===== src/logic/exec_pkg.sv =====
package exec_pkg;
  localparam logic [3:0] OPC_SUBB    = 4'h5;
  localparam logic [1:0] SUB_SUBB    = 2'h2;
  localparam logic [3:0] OPC_SWAP    = 4'h3;
  localparam logic [1:0] SUB_SWAP    = 2'h2;
  localparam logic [3:0] OPC_TEST    = 4'h6;
  localparam logic [2:0] SUB_TEST    = 3'h3;
  localparam logic [11:0] OPC_TBL    = 12'h000;
  localparam logic [1:0] TBL_RD      = 2'h2;
  localparam logic [1:0] TBL_WR      = 2'h3;
  localparam logic [1:0] PTR_NONE    = 2'h0;
  localparam logic [1:0] PTR_POSTINC = 2'h1;
  localparam logic [1:0] PTR_POSTDEC = 2'h2;
  localparam logic [1:0] PTR_PREINC  = 2'h3;
  localparam logic [7:0] ACCESS_SPLIT = 8'h60;
  localparam logic [3:0] ACCESS_HIGH_BANK = 4'hf;
  localparam int HOLD_AW = 3;
  typedef enum logic [1:0] {st_exec, st_tbl2, st_flush, st_flush2} state_type;
endpackage


===== src/logic/holding_mem.sv =====
`timescale 1ns/100ps
module holding_mem #(
  parameter int AW = 3
) (
  input  wire logic          clk_sys_i,
  input  wire logic          ce_i,
  input  wire logic          we_i,
  input  wire logic [AW-1:0] waddr_i,
  input  wire logic [7:0]    wdata_i,
  input  wire logic [AW-1:0] raddr_i,
  output logic      [7:0]    rdata_o
);
  logic [7:0] mem [2**AW];
  always_ff @(posedge clk_sys_i) begin
    if (ce_i && we_i) begin
      mem[waddr_i] <= wdata_i;
    end
  end
  always_ff @(posedge clk_sys_i) begin
    if (ce_i) begin
      rdata_o <= mem[raddr_i];
    end
  end
endmodule


===== src/logic/exec_unit.sv =====
// The plain strobed port and the address map were chosen for this implementation.
`timescale 1ns/100ps
// Summary of operation
// - Subtract with borrow, result by destination bit
// - Swap nibbles, flags untouched, one cycle
// - Table read over two cycles, four pointer modes
// - Pointer bit zero selects low or high byte
// - Table write into holding register, two cycles
// - Holding registers readable through a separate port
// - Zero test skips next instruction, flags kept
// - Bank bit picks access or selected bank
// - Indexed offset mode only when extended enabled
module exec_unit #(
  parameter int PTR_W = 22
) (
  input  wire logic             clk_sys_i,
  input  wire logic             reset_i,
  input  wire logic             ce_i,
  input  wire logic             instr_valid_i,
  input  wire logic [15:0]      instr_i,
  input  wire logic             next_two_word_i,
  input  wire logic             extended_set_config_bit_i,
  input  wire logic [7:0]       w_i,
  input  wire logic             carry_i,
  input  wire logic [3:0]       bank_select_register_i,
  input  wire logic [7:0]       fsr2_low_i,
  input  wire logic [7:0]       file_rdata_i,
  input  wire logic [15:0]      prog_word_i,
  output logic                  busy_o,
  output logic                  discard_fetch_o,
  output logic [11:0]           file_addr_o,
  output logic                  file_we_o,
  output logic [7:0]            file_wdata_o,
  output logic                  w_we_o,
  output logic [7:0]            w_wdata_o,
  output logic                  flags_we_o,
  output logic [4:0]            flags_o,
  output logic [PTR_W-1:0]      prog_addr_o,
  output logic [PTR_W-1:0]      table_pointer_o,
  output logic [7:0]            table_latch_o,
  input  wire logic [exec_pkg::HOLD_AW-1:0] hold_raddr_i,
  output logic [7:0]            hold_rdata_o
);
  exec_pkg::state_type state_q;
  logic [PTR_W-1:0] ptr_q;
  logic [PTR_W-1:0] ptr_d;
  logic [7:0]       latch_q;
  logic [1:0]       mode_q;
  logic             is_rd_q;
  logic             hold_we;
  logic [7:0]       res;
  logic [8:0]       diff;
  logic             hc;
  logic             dst;
  logic             is_subb;
  logic             is_swap;
  logic             is_test;
  logic             is_tbl;
  logic             go;

  function automatic logic [11:0] eff_addr(input logic [7:0] f, input logic a, input logic [3:0] bank,
                                           input logic extended_set_config_bit, input logic [7:0] fsr2);
    logic [7:0] s;
    s = 8'h00;
    if (a) begin
      eff_addr = {bank, f};
    end else if (extended_set_config_bit && (f < exec_pkg::ACCESS_SPLIT)) begin
      s = fsr2 + f;
      eff_addr = {4'h0, s};
    end else if (f < exec_pkg::ACCESS_SPLIT) begin
      eff_addr = {4'h0, f};
    end else begin
      eff_addr = {exec_pkg::ACCESS_HIGH_BANK, f};
    end
  endfunction

  function automatic logic [PTR_W-1:0] step_ptr(input logic [PTR_W-1:0] p, input logic [1:0] m, input logic pre);
    step_ptr = p;
    if (pre && m == exec_pkg::PTR_PREINC) begin
      step_ptr = p + 1'b1;
    end else if (!pre && m == exec_pkg::PTR_POSTINC) begin
      step_ptr = p + 1'b1;
    end else if (!pre && m == exec_pkg::PTR_POSTDEC) begin
      step_ptr = p - 1'b1;
    end
  endfunction

  // Strobes are gated by the enable too, so a frozen core never sees a write.
  assign go      = ce_i && instr_valid_i && state_q == exec_pkg::st_exec;
  assign is_subb = instr_i[15:12] == exec_pkg::OPC_SUBB && instr_i[11:10] == exec_pkg::SUB_SUBB;
  assign is_swap = instr_i[15:12] == exec_pkg::OPC_SWAP && instr_i[11:10] == exec_pkg::SUB_SWAP;
  assign is_test = instr_i[15:12] == exec_pkg::OPC_TEST && instr_i[11:9] == exec_pkg::SUB_TEST;
  assign is_tbl  = instr_i[15:4] == exec_pkg::OPC_TBL && instr_i[3];
  assign dst     = instr_i[9];
  assign file_addr_o = eff_addr(instr_i[7:0], instr_i[8], bank_select_register_i,
                                extended_set_config_bit_i, fsr2_low_i);

  always_comb begin
    diff = {1'b0, file_rdata_i} - {1'b0, w_i} - {8'h00, ~carry_i};
    hc   = {1'b0, file_rdata_i[3:0]} < ({1'b0, w_i[3:0]} + {4'h0, ~carry_i});
    res  = is_subb ? diff[7:0] : {file_rdata_i[3:0], file_rdata_i[7:4]};
  end

  assign w_we_o       = go && (is_subb || is_swap) && !dst;
  assign file_we_o    = go && (is_subb || is_swap) && dst;
  assign w_wdata_o    = res;
  assign file_wdata_o = res;
  assign flags_we_o   = go && is_subb;
  // Flags order: N, OV, Z, DC, C; C and DC are not-borrow.
  assign flags_o = {diff[7], (file_rdata_i[7] ^ w_i[7]) & (file_rdata_i[7] ^ diff[7]),
                    diff[7:0] == 8'h00, ~hc, ~diff[8]};

  // The fetched word is dropped combinationally so the core never executes it.
  assign discard_fetch_o = go && is_test && file_rdata_i == 8'h00;
  assign busy_o = state_q != exec_pkg::st_exec;

  always_ff @(posedge clk_sys_i) begin
    if (reset_i) begin
      state_q <= exec_pkg::st_exec;
    end else if (ce_i) begin
      case (state_q)
        exec_pkg::st_exec: begin
          if (go && is_tbl) begin
            state_q <= exec_pkg::st_tbl2;
          end else if (discard_fetch_o) begin
            state_q <= next_two_word_i ? exec_pkg::st_flush2 : exec_pkg::st_flush;
          end
        end
        exec_pkg::st_flush2: state_q <= exec_pkg::st_flush;
        default: state_q <= exec_pkg::st_exec;
      endcase
    end
  end

  always_ff @(posedge clk_sys_i) begin
    if (reset_i) begin
      mode_q  <= exec_pkg::PTR_NONE;
      is_rd_q <= 1'b0;
    end else if (ce_i && go && is_tbl) begin
      mode_q  <= instr_i[1:0];
      is_rd_q <= instr_i[3:2] == exec_pkg::TBL_RD;
    end
  end

  always_comb begin
    ptr_d = ptr_q;
    if (go && is_tbl) begin
      ptr_d = step_ptr(ptr_q, instr_i[1:0], 1'b1);
    end else if (state_q == exec_pkg::st_tbl2) begin
      ptr_d = step_ptr(ptr_q, mode_q, 1'b0);
    end
  end

  always_ff @(posedge clk_sys_i) begin
    if (reset_i) begin
      ptr_q <= '0;
    end else if (ce_i) begin
      ptr_q <= ptr_d;
    end
  end

  // Word address to memory; the byte lane is picked from pointer bit zero.
  assign prog_addr_o = {1'b0, ptr_q[PTR_W-1:1]};

  always_ff @(posedge clk_sys_i) begin
    if (reset_i) begin
      latch_q <= 8'h00;
    end else if (ce_i && state_q == exec_pkg::st_tbl2 && is_rd_q) begin
      latch_q <= ptr_q[0] ? prog_word_i[15:8] : prog_word_i[7:0];
    end
  end

  assign hold_we = state_q == exec_pkg::st_tbl2 && !is_rd_q;

  // Holding contents can be read through the hold_raddr_i / hold_rdata_o port, one cycle after the address and only while the enable is high.
  holding_mem #(
    .AW(exec_pkg::HOLD_AW)
  ) u_hold (
    .clk_sys_i (clk_sys_i),
    .ce_i      (ce_i),
    .we_i      (hold_we),
    .waddr_i   (ptr_q[exec_pkg::HOLD_AW-1:0]),
    .wdata_i   (latch_q),
    .raddr_i   (hold_raddr_i),
    .rdata_o   (hold_rdata_o)
  );

  assign table_pointer_o = ptr_q;
  assign table_latch_o   = latch_q;
endmodule


===== config.mk =====
export PLATFORM = sky130hd
export DESIGN_NAME = exec_unit
export DESIGN_NICKNAME = d
export VERILOG_FILES = /design/src/logic/exec_pkg.sv /design/src/logic/holding_mem.sv /design/src/logic/exec_unit.sv
export SDC_FILE = /design/constraint.sdc
export NUM_CORES = 1
export LEC_CHECK = 0
export BUFFER_PORTS_ARGS = -buffer_cell sky130_fd_sc_hd__buf_2
export CORE_MARGIN = 3
export CORE_UTILIZATION = 58
export DETAILED_ROUTE_END_ITERATION = 8
export HOLD_SLACK_MARGIN = 0.05
export PLACE_DENSITY = 0.87
export SYNTH_ARGS = -nofsm -noshare
export SYNTH_HDL_FRONTEND = slang
export SYNTH_SLANG_ARGS = --single-unit
export TNS_END_PERCENT = 20

===== constraint.sdc =====
create_clock -name clk_sys_i -period 5.7 [get_ports clk_sys_i]
set_input_delay 0 -clock clk_sys_i [delete_from_list [all_inputs] [get_ports clk_sys_i]]
set_output_delay 0 -clock clk_sys_i [all_outputs]
set_load 0.05 [all_outputs]

# Word level (Yosys, flattened, before mapping)
# Memory sizes are Yosys's and may differ from the RTL's. A register that Yosys moved wholly into a read port is not among the register bits.
# Index checks and enable logic that the tools add are counted.
# totals
ramBits,64
output_inout_bits,98
latch_bits,0
n_memories,1
in_bits,70
romBits,0
ff_bits,35
word_cells,81
# classes
bitwise,6
mul,0
n_reduce_logical,32
n_addsub,6
mux,16
n_eq_ne,13
div_mod_pow,0
n_lt_le_gt_ge,2
shifts,0
# memory_table
memory,depth,width,read_ports,rd_clocked_by_memory_dff,wr,line_no,text
u_hold.mem,8,8,1,1,1,holding_mem.sv:13,logic [7:0] mem [2**AW];
# ops
op,count
22-bit two-way mux,5
12-bit two-way mux,3
22-bit by 1-bit adder with 22-bit output (second input constant),1
22-bit by 1-bit subtractor with 22-bit output (second input constant),1
1-bit logical AND,20
8-bit logical NOT,2
8-bit two-way mux,2
12-bit logical NOT,1
2-bit == test (second input constant),5
8-bit by 8-bit subtractor with 9-bit output,1
9-bit by 1-bit subtractor with 9-bit output,1
8-bit adder,1
4-bit by 3-bit == test with 1-bit output (second input constant),2
8-bit by 7-bit less-than comparator with 1-bit output (second input constant),1
4-bit by 1-bit adder with 5-bit output,1
4-bit by 5-bit less-than comparator with 1-bit output,1
2-bit by 1-bit == test with 1-bit output (second input constant),2
4-bit by 2-bit == test with 1-bit output (second input constant),1
2-bit two-way mux,2
2-bit case mux with 2 select lines,1
4-bit AND reduction,1
2-bit nonzero test,2
3-bit by 2-bit == test with 1-bit output (second input constant),1
1-bit two-way mux,3
10 further kinds,14

# Longest topological paths before layout
# Gate-level depths: netlist of run 1.
# logic_depth
word_depth,7
ltp_mapped,11
depth_no_buf,10

# Modules after synthesis
# From an unflattened synthesis of run 1, not the netlist that was laid out.
# unflattened
hier_cells,616
hier_area_um2,6666.4
# by_module_without_submodules
mod,area_per_inst_um2,cells_each,seq_area_each_um2,instances
exec_unit,3892.5,502,700.7,1
holding_mem,2773.9,114,2162.1,1

# Worst setup path after synthesis of run 1
# OpenSTA, ideal clock, no wires.
# synth_timing
path_type,input -> output
startpoint,in file_rdata_i[7]
endpoint,out flags_o[2]
required_time_ps,5700
stages,9
t_arrival_ps,3266
setup_slack_ps,2434
path_buffers,0
cell_sequence,inv_1 -> ha_1 -> inv_1 -> ha_1 -> inv_1 -> nor3_1 -> a311oi_1 -> o211ai_1 -> nor4_1
# synth_via
elab_chain_cells,3
# synth_lines
element,line_no,text
"start, declared",exec_unit.sv:27,"input wire logic [7:0] file_rdata_i,"
8-bit by 8-bit subtractor with 9-bit output,exec_unit.sv:99,"diff = {1'b0, file_rdata_i} - {1'b0, w_i} - {8'h00, ~carry_i};"
9-bit by 1-bit subtractor with 9-bit output,exec_unit.sv:99,
named net flags_o[4],exec_unit.sv:37,"output logic [4:0] flags_o,"
8-bit logical NOT,exec_unit.sv:111,"diff[7:0] == 8'h00, ~hc, ~diff[8]};"
"end, declared",exec_unit.sv:37,
# The timed path passes the listed nets, and every way through them passes these cells.

# Worst setup path after layout of run 1
# layout_timing
startpoint,reg state_q[1]
endpoint,reg ptr_q[2] (netlist: table_pointer_o[2])
# layout_via
elab_chain_cells,5
elab_cells_between_ends,9
classes_between,eq/ne: 2; mux: 1; reduce/logical: 6
# layout_lines
element,line_no,text
"start, declared",exec_unit.sv:44,exec_pkg::state_type state_q;
"start signal, assigned",exec_unit.sv:119,state_q <= exec_pkg::st_exec;
"start signal, assigned",exec_unit.sv:124,state_q <= exec_pkg::st_tbl2;
"start signal, assigned",exec_unit.sv:126,state_q <= next_two_word_i ? exec_pkg::st_flush2 : exec_pkg::st_flush;
2-bit logical NOT,exec_unit.sv:89,assign go = ce_i && instr_valid_i && state_q == exec_pkg::st_exec;
1-bit logical AND,exec_unit.sv:89,
1-bit logical AND,exec_unit.sv:147,if (go && is_tbl) begin
"2-bit by 1-bit != test with 1-bit output (no source line), or another cell as far along",-,
4-bit AND reduction (no source line),-,
"end signal, assigned",exec_unit.sv:158,ptr_q <= ptr_d;
"end, declared",exec_unit.sv:45,logic [PTR_W-1:0] ptr_q;
# Parallel ways exist; a longest one is shown, timed or not.
# A chain may end at the register's enable or synchronous reset.

==> impl_metrics.toml, run 1 <==
[die]
die_y_um = 111
coreArea_um2 = 10600
die_area_um2 = 12400
die_w_um = 111
io_pins = 168
initial_utilization_pct = 61.1
num_rows = 37

[min_path]
hold_path.class = "in2reg"
hp-start = "next_two_word_i"
hold_path_depth = 4

[sta]
layout_setup_ws_ns = 2.76
final_max_slew_viol_count = 0
worstMarginPinSlew_ns = 1.28
fmax_ghz = 0.340
rsz0062_at_grt = "false"
setup_viol_count_final = 0
finClkSkew_ns = 0.0180
setup_tns_ns = 0
period_needed_ns = 2.94
max_slew_margin_pct = 14.2
hold_viol_final = 0
finalCritPeriodShare_pct = 51.7

[setup_path]
crit_chain = "inv_1 > ha_1 > nand3_2 > nor4_1 > a211oi_1 > a31oi_2 > o21ai_0 > a21oi_1"
start_kind = "register"
reg2reg_to = "table_pointer_o[2]$_SDFFE_PP0P_"
crit_path_top_delay_cell = "a31oi_2"
critPathCaptureType = "register"
worstSetupPathType = "reg2reg"
worst-path-buf-inv = 1
startpoint = "state_q[1]$_SDFFE_PP0P_"
rr_startpoint = "state_q[1]$_SDFFE_PP0P_"
path_depth = 8
crit_path_end = "table_pointer_o[2]$_SDFFE_PP0P_"
slowest_delay_ns = 1.01
crit_family = "compound AO/OA/AOI/OAI gates"
ff2ff_path_depth = 8
required_ns = 5.98
ff2ff_setup_slack_ns = 2.76
critPathMaxFanout = 29
worstPathArrival_ns = 3.23

[cts]
clkSinkCount = 107
cts-buffers-inserted = 9
root_buffer = "clkbuf_8"
cts_max_path_buffers = 2
cts.htree.levels = 3
cts_tree = "built"
clock_latency_ns = 0.38
clk_pin_slew_ns = 0.09

[layout]
final_layout_size_suffix_gt1_share_pct = 29.9
final_nets = 850
filler_cell_count = 773
diodes = 0
areaGrowthSynthToFinish_pct = 16.2
final_area_um2 = 7490

[synth]
synth_most_common_cell = "edfxtp_1"
synth_top_cell_by_area = "edfxtp_1"
synth_top_area_share_pct = 33.5
async_flop_share_pct = 0
synth_flop_cell = "edfxtp_1"
syn_area_per_cell_um2 = 10.7
syn_area_um2 = 6440
ys_types = 58
netlist_instances = 601
synth_top_cells_by_count = "edfxtp_1 (72), nor2_1 (49), inv_1 (44), dfxtp_1 (35), a21oi_1 (34)"
yosysWarnings = 0
synth_area_leaders = "edfxtp_1 (34%), dfxtp_1 (11%), ha_1 (6.4%), mux4_2 (5.6%), buf_4 (3.5%)"
syn_nets = 707
seq_area_frac_synth_pct = 44.4
ys_seq_elements = 107
synth_edf_count = 72

[route]
vias = 5218
postRouteAntennaNets = 0
detail_route.wl_per_cell_um = 17.5
drt_first_pass_iters = 5
avgViaCountPerCell = 5.90
drtIter0Drc = 317
drc = 0
wirelength_um = 15500

[grt]
grt_pass1_wl_um = 25100
gr-usage-all-layers_pct = 24.7
busiest_layer = "met2"
grt_pass1_vias = 5200
grt_use_met3_pct = 4.62
grt.overflow.total = 0
met2_usage_pct = 44.5
antenna_found_initial = 0
grt_max_degree = 50
use_met1_pct = 29.4

[place]
place_ws_ns = 2.75
gp_congestion = 0.893
place_area_um2 = 7120
portBuffers = 166
dpl.hpwl_um = 11000

[pwr]
power.total_mw = 1.57
power.density_nw_per_um2 = 209
leakagePower_nw = 3.42
power.ir.vdd_worst_v = 0.000123

[status]
status = "finished, final reports clean"

[job]
max-cap-violations = 0
==> state kept, by name, summed over array words and instances, names as in the netlist <==
signal           flops
table_latch_o        8
u_hold.mem          64
is_rd_q              1
table_pointer_o     22
mode_q               2
state_q              2
u_hold.rdata_o       8
==> how the worst min path moves through the flow <==
stage / slack (ns) / end
global route: 0.13 / state_q[0]$_SDFFE_PP0P_
global placement: 0.23 / is_rd_q$_SDFFE_PP0P_
detailed placement: 0.25 / is_rd_q$_SDFFE_PP0P_
floorplan: 0.1 / is_rd_q$_SDFFE_PP0P_
CTS: 0.09 / state_q[0]$_SDFFE_PP0P_
finish: 0.1 / state_q[0]$_SDFFE_PP0P_
==> metrics by stage <==
| step | instances | util [%] | hold WS (ns) |
|---|---|---|---|
| floorplan | 601 | - | 0.0956 |
| global placement | 850 | 67.4 | 0.234 |
| detailed placement | 850 | 67.4 | 0.247 |
| CTS | 885 | 70.9 | 0.0857 |
| global route | 885 | 70.9 | 0.126 |
| finish | 885 | 70.9 | 0.0983 |
==> report_power, final <==
part	switching (mW)	leakage (nW)	total (mW)	internal (mW)
clock network	0.273	0.0869	0.441	0.168
logic	0.201	2.24	0.305	0.104
registers	0.000683	1.09	0.821	0.820
total	0.475	3.42	1.57	1.09
==> final cells by class <==
class / instances / area (µm²) / area share [%]
repair buffers: 186 / 1030 / 13.7
flip-flops and latches: 107 / 2860 / 38.2
inverters: 44 / 165 / 2.21
multi-input cells: 396 / 3080 / 41.1
clock buffers: 10 / 128 / 1.70
clock inverters: 6 / 55.1 / 0.735
well taps: 136 / 170 / 2.27
==> kinds of logic after synthesis <==
logic type,share of synthesized area (%)
AND/OR/NAND/NOR,16.2
flip-flops,44.4
buffers and inverters,7.90
AO/OA/AOI/OAI,8.64
multiplexers,13.0
adder cells (fa/ha/maj),7.34
XOR/XNOR,2.45
other,0.0582
==> worst reg2reg max path, stage by stage (launching register included) <==
cell,delay (ns)
dfxtp_1,0.34
inv_1,0.09
ha_1,0.22
nand3_2,0.14
nor4_1,0.37
a211oi_1,0.18
a31oi_2,1.01
o21ai_0,0.30
a21oi_1,0.22
==> placed cells by master (no fill, tap or decap), types with 4 or more instances in the layout <==
cell type,netlist,routed
ha_1,33,33
and3_1,7,7
mux2i_1,14,14
dfxtp_1,35,35
dlygate4sd3_1,0,19
xnor2_1,12,12
nand4_1,16,16
nor2_1,49,49
mux2_2,17,17
o21ai_0,19,19
nor3_1,9,9
nand2b_1,4,4
edfxtp_1,72,72
buf_2,5,166
clkbuf_8,0,9
nor4b_1,5,5
inv_1,44,44
or4_1,8,8
nand3_1,12,12
mux4_2,16,16
a211oi_1,12,12
a21oi_1,34,34
nor2b_1,16,16
nand2_1,26,26
xor2_1,6,6
nor4_1,8,8
mux2_1,13,13
or3_1,17,17
==> what timing repair did <==
| item | 4_1_cts | 5_1_grt |
|---|---|---|
| setup endpoints to repair | 0 | 0 |
| hold buffers | 19 | 0 |
| resized for setup | 0 | 0 |
| endpoints found under the hold margin | 18 | 0 |
| buffers inserted | 0 | 0 |
==> per-layer routing <==
| layer | share of wire [%] | wire length [µm] |
|---|---|---|
| met1 | 38 | 5850 |
| met5 | 0 | 0 |
| met2 | 52 | 8110 |
| met3 | 7.1 | 1100 |
| met4 | 2.7 | 419 |
Note: power is estimated with default switching activity, not from simulation.
==> inputs of run 2 (changes only) <==
CORE_UTILIZATION = 54   (was 58)
PLACE_DENSITY = 0.81   (was 0.87)
clock period = 3 ns   (was 5.7 ns; I/O delays follow)
==> run 2 against run 1 <==
Net effect: sequential power grew 90%; non-clock buffer count grew 11; hold slack lost 0.030 ns; critical path depth grew 4; sequential share of layout area shrank 1.1 points; clock skew shrank 0.0082 ns; setup slack lost 2.4 ns; count of clock-buffer cells in the layout is the same; register-to-register slack lost 2.3 ns; sequential cell count is the same; cell count grew 2.0%; critical endpoint is now file_addr_o[6]; highest routed layer unchanged.
==> impl_metrics.toml, run 2 (same netlist as run 1, synthesis figures left out) <==
[setup_path]
worstPathArrival_ns = 2.60
required_ns = 3.00
crit_chain = "dlygate4sd3_1 > buf_2 > ha_1 > inv_1 > fa_1 > nor2b_1 > o21ai_0 > a21boi_0 > o21a_1 > nor3_1 > o31ai_1 > buf_2"
crit_path_frequent_cell = "buf_2"
critPathCaptureType = "output pin"
start_kind = "input pin"
worstSetupPathType = "in2out"
ff2ff_path_depth = 8
ff2ff_setup_slack_ns = 0.44
crit_path_top_delay_cell = "dlygate4sd3_1"
critPathMaxFanout = 5
reg2reg_to = "table_pointer_o[6]$_SDFFE_PP0P_"
path_depth = 12
crit_family = "buffers and inverters"
worst-path-buf-inv = 4
rr_startpoint = "state_q[1]$_SDFFE_PP0P_"
slowest_delay_ns = 0.52

[route]
drtIter0Drc = 281
wirelength_um = 15400
drc = 0
drt_first_pass_iters = 5
avgViaCountPerCell = 5.79
postRouteAntennaNets = 0
detail_route.wl_per_cell_um = 17.1
vias = 5231

[layout]
filler_cell_count = 852
finalNonFillerCells = 903
top_register = "u_hold.mem"
final_nets = 861
areaGrowthSynthToFinish_pct = 19.7
final_common_cell = "buf_2"
multi_input_area_um2 = 3090
diodes = 0
largest_register_ffs = 64
layout_common_cells = "buf_2 (166), edfxtp_1 (72), nor2_1 (49)"
regArea_um2 = 2860
fin_util_pct = 66.7
final_layout_size_suffix_gt1_share_pct = 31.3

[cts]
clock_latency_ns = 0.35
cts-buffers-inserted = 9
cts.htree.levels = 3
root_buffer = "clkbuf_16"
cts_setup_buffers = 0
cts_tree = "built"
clkSinkCount = 107
clk_pin_slew_ns = 0.08
cts_max_path_buffers = 2

[grt]
met2_usage_pct = 43.0
grt_pass1_wl_um = 24500
antenna_found_initial = 0
use_met1_pct = 27.7
grt.overflow.total = 0
grt_max_degree = 50
grt_use_met3_pct = 3.89
busiest_layer = "met2"
grt_pass1_vias = 5181
gr-usage-all-layers_pct = 23.3

[pwr]
power.total_mw = 3.31
leakagePower_nw = 3.55
swShare_pct = 28.6
intPower_mw = 2.37
switching_power_mw = 0.947
power.density_nw_per_um2 = 429
p_comb_share_pct = 17.4
power_frac_seq_pct = 47.1
clkPwrFrac_pct = 35.6
power.ir.vdd_worst_v = 0.000243

[die]
die_w_um = 115
initial_utilization_pct = 55.7
die_area_um2 = 13300
coreArea_um2 = 11600
num_rows = 39
io_pins = 168
die_y_um = 115

[min_path]
hp-start = "ce_i"
min_to = "u_hold.rdata_o[5]$_DFFE_PP_"
hold_path_depth = 1
hold_path.class = "in2reg"

[status]
status = "finished, final reports clean"

[job]
max-cap-violations = 0

[place]
portBuffers = 166
gp_congestion = 0.851
dpl.hpwl_um = 11100
dp_cells = 869

[sta]
finalCritPeriodShare_pct = 86.7
period_needed_ns = 2.60
final_max_slew_viol_count = 0
worstMarginPinSlew_ns = 0.910
max_slew_margin_pct = 39.4
fmax_ghz = 0.384
setup_viol_count_final = 0
hold_viol_final = 0
rsz0062_at_grt = "false"
finClkSkew_ns = 0.00978
==> run 2: changes by cell type in the layout (fill, tap and decap cells not counted), sizes merged <==
cell	previous run	this run
dlygate4sd3	19	18
clkinvlp	2	1
clkinv	1	3
inv	47	46
buf	167	179
==> run 2: power groups by stage <==
stage	clock network, mW	registers (mW)	logic, mW
global route	1.25	1.56	0.626
finish	1.18	1.56	0.576
floorplan	0	1.61	0.390
global placement	0	1.59	0.541
detailed placement	0	1.59	0.553
CTS	1.19	1.56	0.574
==> run 2: timing repair <==
action / in CTS / in global routing
endpoints found under the hold margin: 10 / 0
setup endpoints to repair: 0 / 19
gates resized for setup: 0 / 1
hold buffers: 18 / 0
==> run 2: layout make-up <==
type / count / area share [%]
multi-input cells: 396 / 40.1
clock buffers: 10 / 3.10
flip-flops and latches: 107 / 37.1
inverters: 44 / 2.14
well taps: 143 / 2.32
repair buffers: 197 / 14.4
clock inverters: 6 / 0.892
==> run 2: layer usage <==
layer / vias up / wire (µm)
met5: - / 0
met4: 0 / 233
met3: 23 / 989
met2: 215 / 8070
met1: 2510 / 6130
li1: 2483 / -
==> run 2: metrics by stage <==
stage	TNS [ns]	area [µm²]	worst slack, ns	hold slack [ns]
floorplan	-0.0252	6450	-0.0252	0.0956
global placement	0	7220	0.328	0.242
detailed placement	0	7220	0.112	0.246
CTS	0	7710	0.114	0.0689
global route	0	7720	0.183	0.0699
finish	0	7720	0.398	0.0680
==> run 2: worst max path at each step <==
| stage | from | end | slack, ns |
|---|---|---|---|
| global route | instr_i[0] | file_addr_o[6] | 0.18 |
| detailed placement | state_q[1]$_SDFFE_PP0P_ | table_pointer_o[6]$_SDFFE_PP0P_ | 0.11 |
| CTS | state_q[1]$_SDFFE_PP0P_ | table_pointer_o[6]$_SDFFE_PP0P_ | 0.11 |
| floorplan | state_q[0]$_SDFFE_PP0P_ | state_q[0]$_SDFFE_PP0P_ | -0.03 |
| finish | instr_i[0] | file_addr_o[6] | 0.40 |
| global placement | state_q[1]$_SDFFE_PP0P_ | table_pointer_o[1]$_SDFFE_PP0P_ | 0.33 |
==> inputs of run 3 (changes only) <==
--- a/config.mk
+++ b/config.mk
@@ -6,7 +6,8 @@
 export NUM_CORES = 1
 export LEC_CHECK = 0
+export ABC_AREA = 1
 export BUFFER_PORTS_ARGS = -buffer_cell sky130_fd_sc_hd__buf_2
 export CORE_MARGIN = 3
-export CORE_UTILIZATION = 54
+export CORE_UTILIZATION = 55
 export DETAILED_ROUTE_END_ITERATION = 8
 export HOLD_SLACK_MARGIN = 0.05
==> constraint.sdc (replaced) <==
create_clock -name clk_sys_i -period 3 [get_ports clk_sys_i]
set_input_delay 0 -clock clk_sys_i [delete_from_list [all_inputs] [get_ports clk_sys_i]]
set_output_delay 0 -clock clk_sys_i [all_outputs]
set_load 0.1 [all_outputs]
==> run 3 against run 2 <==
Net effect: core utilization shrank 0.35 points; clock power is essentially flat; die area up 10%; via count increased by 35%; hold slack improved by 0.015 ns; critical path depth increased by 2; setup slack gained 0.19 ns; wire length is 23% higher; cell count is 45% higher; critical path type unchanged; critical endpoint unchanged.
==> impl_metrics.toml, run 3 <==
[die]
die_w_um = 121
coreArea_um2 = 12800
num_rows = 41
io_pins = 168
die_y_um = 121
die_area_um2 = 14600
initial_utilization_pct = 56.9

[layout]
finalNonFillerCells = 1312
top_register = "u_hold.mem"
final_common_cell = "nand2_1"
final_layout_size_suffix_gt1_share_pct = 18.6
largest_register_ffs = 64
fin_util_pct = 66.4
filler_cell_count = 1092
final_nets = 1241
diodes = 0
areaGrowthSynthToFinish_pct = 16.8
layout_common_cells = "nand2_1 (242), nor2_1 (167), buf_2 (166)"

[sta]
setup_tns_ns = 0
setup_viol_count_final = 0
final_max_slew_viol_count = 0
worstMarginPinSlew_ns = 0.844
period_needed_ns = 2.41
hold_viol_final = 0
max_slew_margin_pct = 43.7
finalCritPeriodShare_pct = 80.5
rsz0062_at_grt = "false"
fmax_ghz = 0.414
finClkSkew_ns = 0.0102

[place]
gp_congestion = 0.982
portBuffers = 166
dpl.hpwl_um = 13900
dp_cells = 1276

[job]
max-cap-violations = 0

[synth]
ys_types = 40
syn_area_per_cell_um2 = 7.30
yosysWarnings = 0
seq_area_frac_synth_pct = 39.4
ys_seq_elements = 107
netlist_instances = 995
syn_area_um2 = 7260
async_flop_share_pct = 0
synth_top_cell_by_area = "edfxtp_1"
synth_area_leaders = "edfxtp_1 (30%), nand2_1 (13%), dfxtp_1 (9.6%), nor2_1 (8.6%), ha_1 (5.7%)"
synth_most_common_cell = "nand2_1"
synth_top_area_share_pct = 29.8
syn_nets = 1101
synth_top_cells_by_count = "nand2_1 (242), nor2_1 (167), inv_1 (98), edfxtp_1 (72), o21ai_0 (71)"
synth_edf_count = 72
synth_flop_cell = "edfxtp_1"

[cts]
root_buffer = "clkbuf_16"
cts_tree = "built"
cts-buffers-inserted = 9
clock_latency_ns = 0.36
clkSinkCount = 107
cts-resized-gates = 0
clk_pin_slew_ns = 0.07
cts.htree.levels = 3
cts_max_path_buffers = 2

[setup_path]
critPathMaxFanout = 3
critPathCaptureType = "output pin"
rr_startpoint = "table_pointer_o[0]$_SDFFE_PP0P_"
start_kind = "input pin"
startpoint = "instr_i[0]"
required_ns = 3.00
worstSetupPathType = "in2out"
worstPathArrival_ns = 2.41

[grt]
antenna_found_initial = 0
grt_max_degree = 34
grt.overflow.total = 0
grt_pass1_vias = 6500
gr-usage-all-layers_pct = 26.2
grt_pass1_wl_um = 30900

[route]
avgViaCountPerCell = 5.38
wirelength_um = 19000
drc = 0
detail_route.wl_per_cell_um = 14.4
postRouteAntennaNets = 0
drt_first_pass_iters = 5
vias = 7062
drtIter0Drc = 585

[min_path]
hp-start = "prog_word_i[7]"
hold_path.class = "in2reg"

[pwr]
leakagePower_nw = 3.92
power.density_nw_per_um2 = 424
power.ir.vdd_worst_v = 0.000245
power.total_mw = 3.60

[status]
status = "finished, final reports clean"
==> run 3: cell types whose count changed in the layout (fill, tap and decap cells not counted), sizes merged, moves of 17 or more <==
cell   delta
o21ai    +55
nor2    +125
or3      -17
nand2   +218
nand3    +54
inv      +61
mux2     -30
==> run 3: layout make-up <==
class	count	area [µm²]	area share, %
clock buffer	10	229	2.70
clock inverter	6	62.6	0.738
inverter	104	393	4.63
multi-input combinational	720	3630	42.9
sequential	107	2860	33.8
tap	172	215	2.54
timing repair buffer	193	1080	12.8
==> run 3: kinds of logic after synthesis <==
| family | after synthesis | share of synthesized area (%) |
|---|---|---|
| fa+ha+maj | 36 | 6.51 |
| xor+xnor | 23 | 2.77 |
| other cells | 1 | 0.0516 |
| simple gates | 518 | 29.9 |
| flops | 107 | 39.4 |
| compound gates | 142 | 10.4 |
| buf+inv | 168 | 11.0 |
==> run 3: metrics by stage <==
step                area, µm²  hold WS, ns  setup slack, ns
global route             8480        0.105            0.415
CTS                      8480       0.0522            0.569
global placement         7990        0.222            0.718
floorplan                7290       0.0691           -0.741
finish                   8480       0.0832            0.585
detailed placement       7990        0.232            0.668
==> run 3: critical path, cell delays in order <==
cell           delay (ns)
dlygate4sd3_1        0.52
buf_2                0.12
ha_1                 0.16
inv_1                0.05
fa_1                 0.39
nand3b_1             0.18
nand2_1              0.09
nand2_1              0.06
nand2_1              0.07
a21oi_1              0.07
xnor2_1              0.13
o21ai_0              0.09
inv_1                0.06
buf_2                0.41
==> run 3: path summary, 6_finish.rpt <==
path	to	slack (ns)	depth (start not counted)
setup / recovery	file_addr_o[6]	0.59	14
hold reg to reg	mode_q[1]$_SDFFE_PP0P_	0.49	2
setup reg to reg	table_pointer_o[10]$_SDFFE_PP0P_	0.78	11
hold / removal	table_latch_o[7]$_SDFFE_PP0P_	0.08	5
==> run 3: power breakdown <==
group / switching (mW) / total [mW] / leakage, nW / internal, mW
registers: 0.00391 / 1.57 / 0.908 / 1.57
logic: 0.657 / 0.866 / 2.87 / 0.209
clock network: 0.574 / 1.16 / 0.143 / 0.588
total: 1.23 / 3.60 / 3.92 / 2.36
==> run 3: per-layer routing <==
layer  GRT usage (%)  wire, µm
met5               0         0
met3            3.12      1030
met4            12.0       597
met1            33.3      8060
met2            44.6      9270
==> run 3: timing repair <==
item | CTS | global route
hold buffers | 20 | 0
buffers inserted | 0 | 0
hold endpoints to repair | 20 | 0
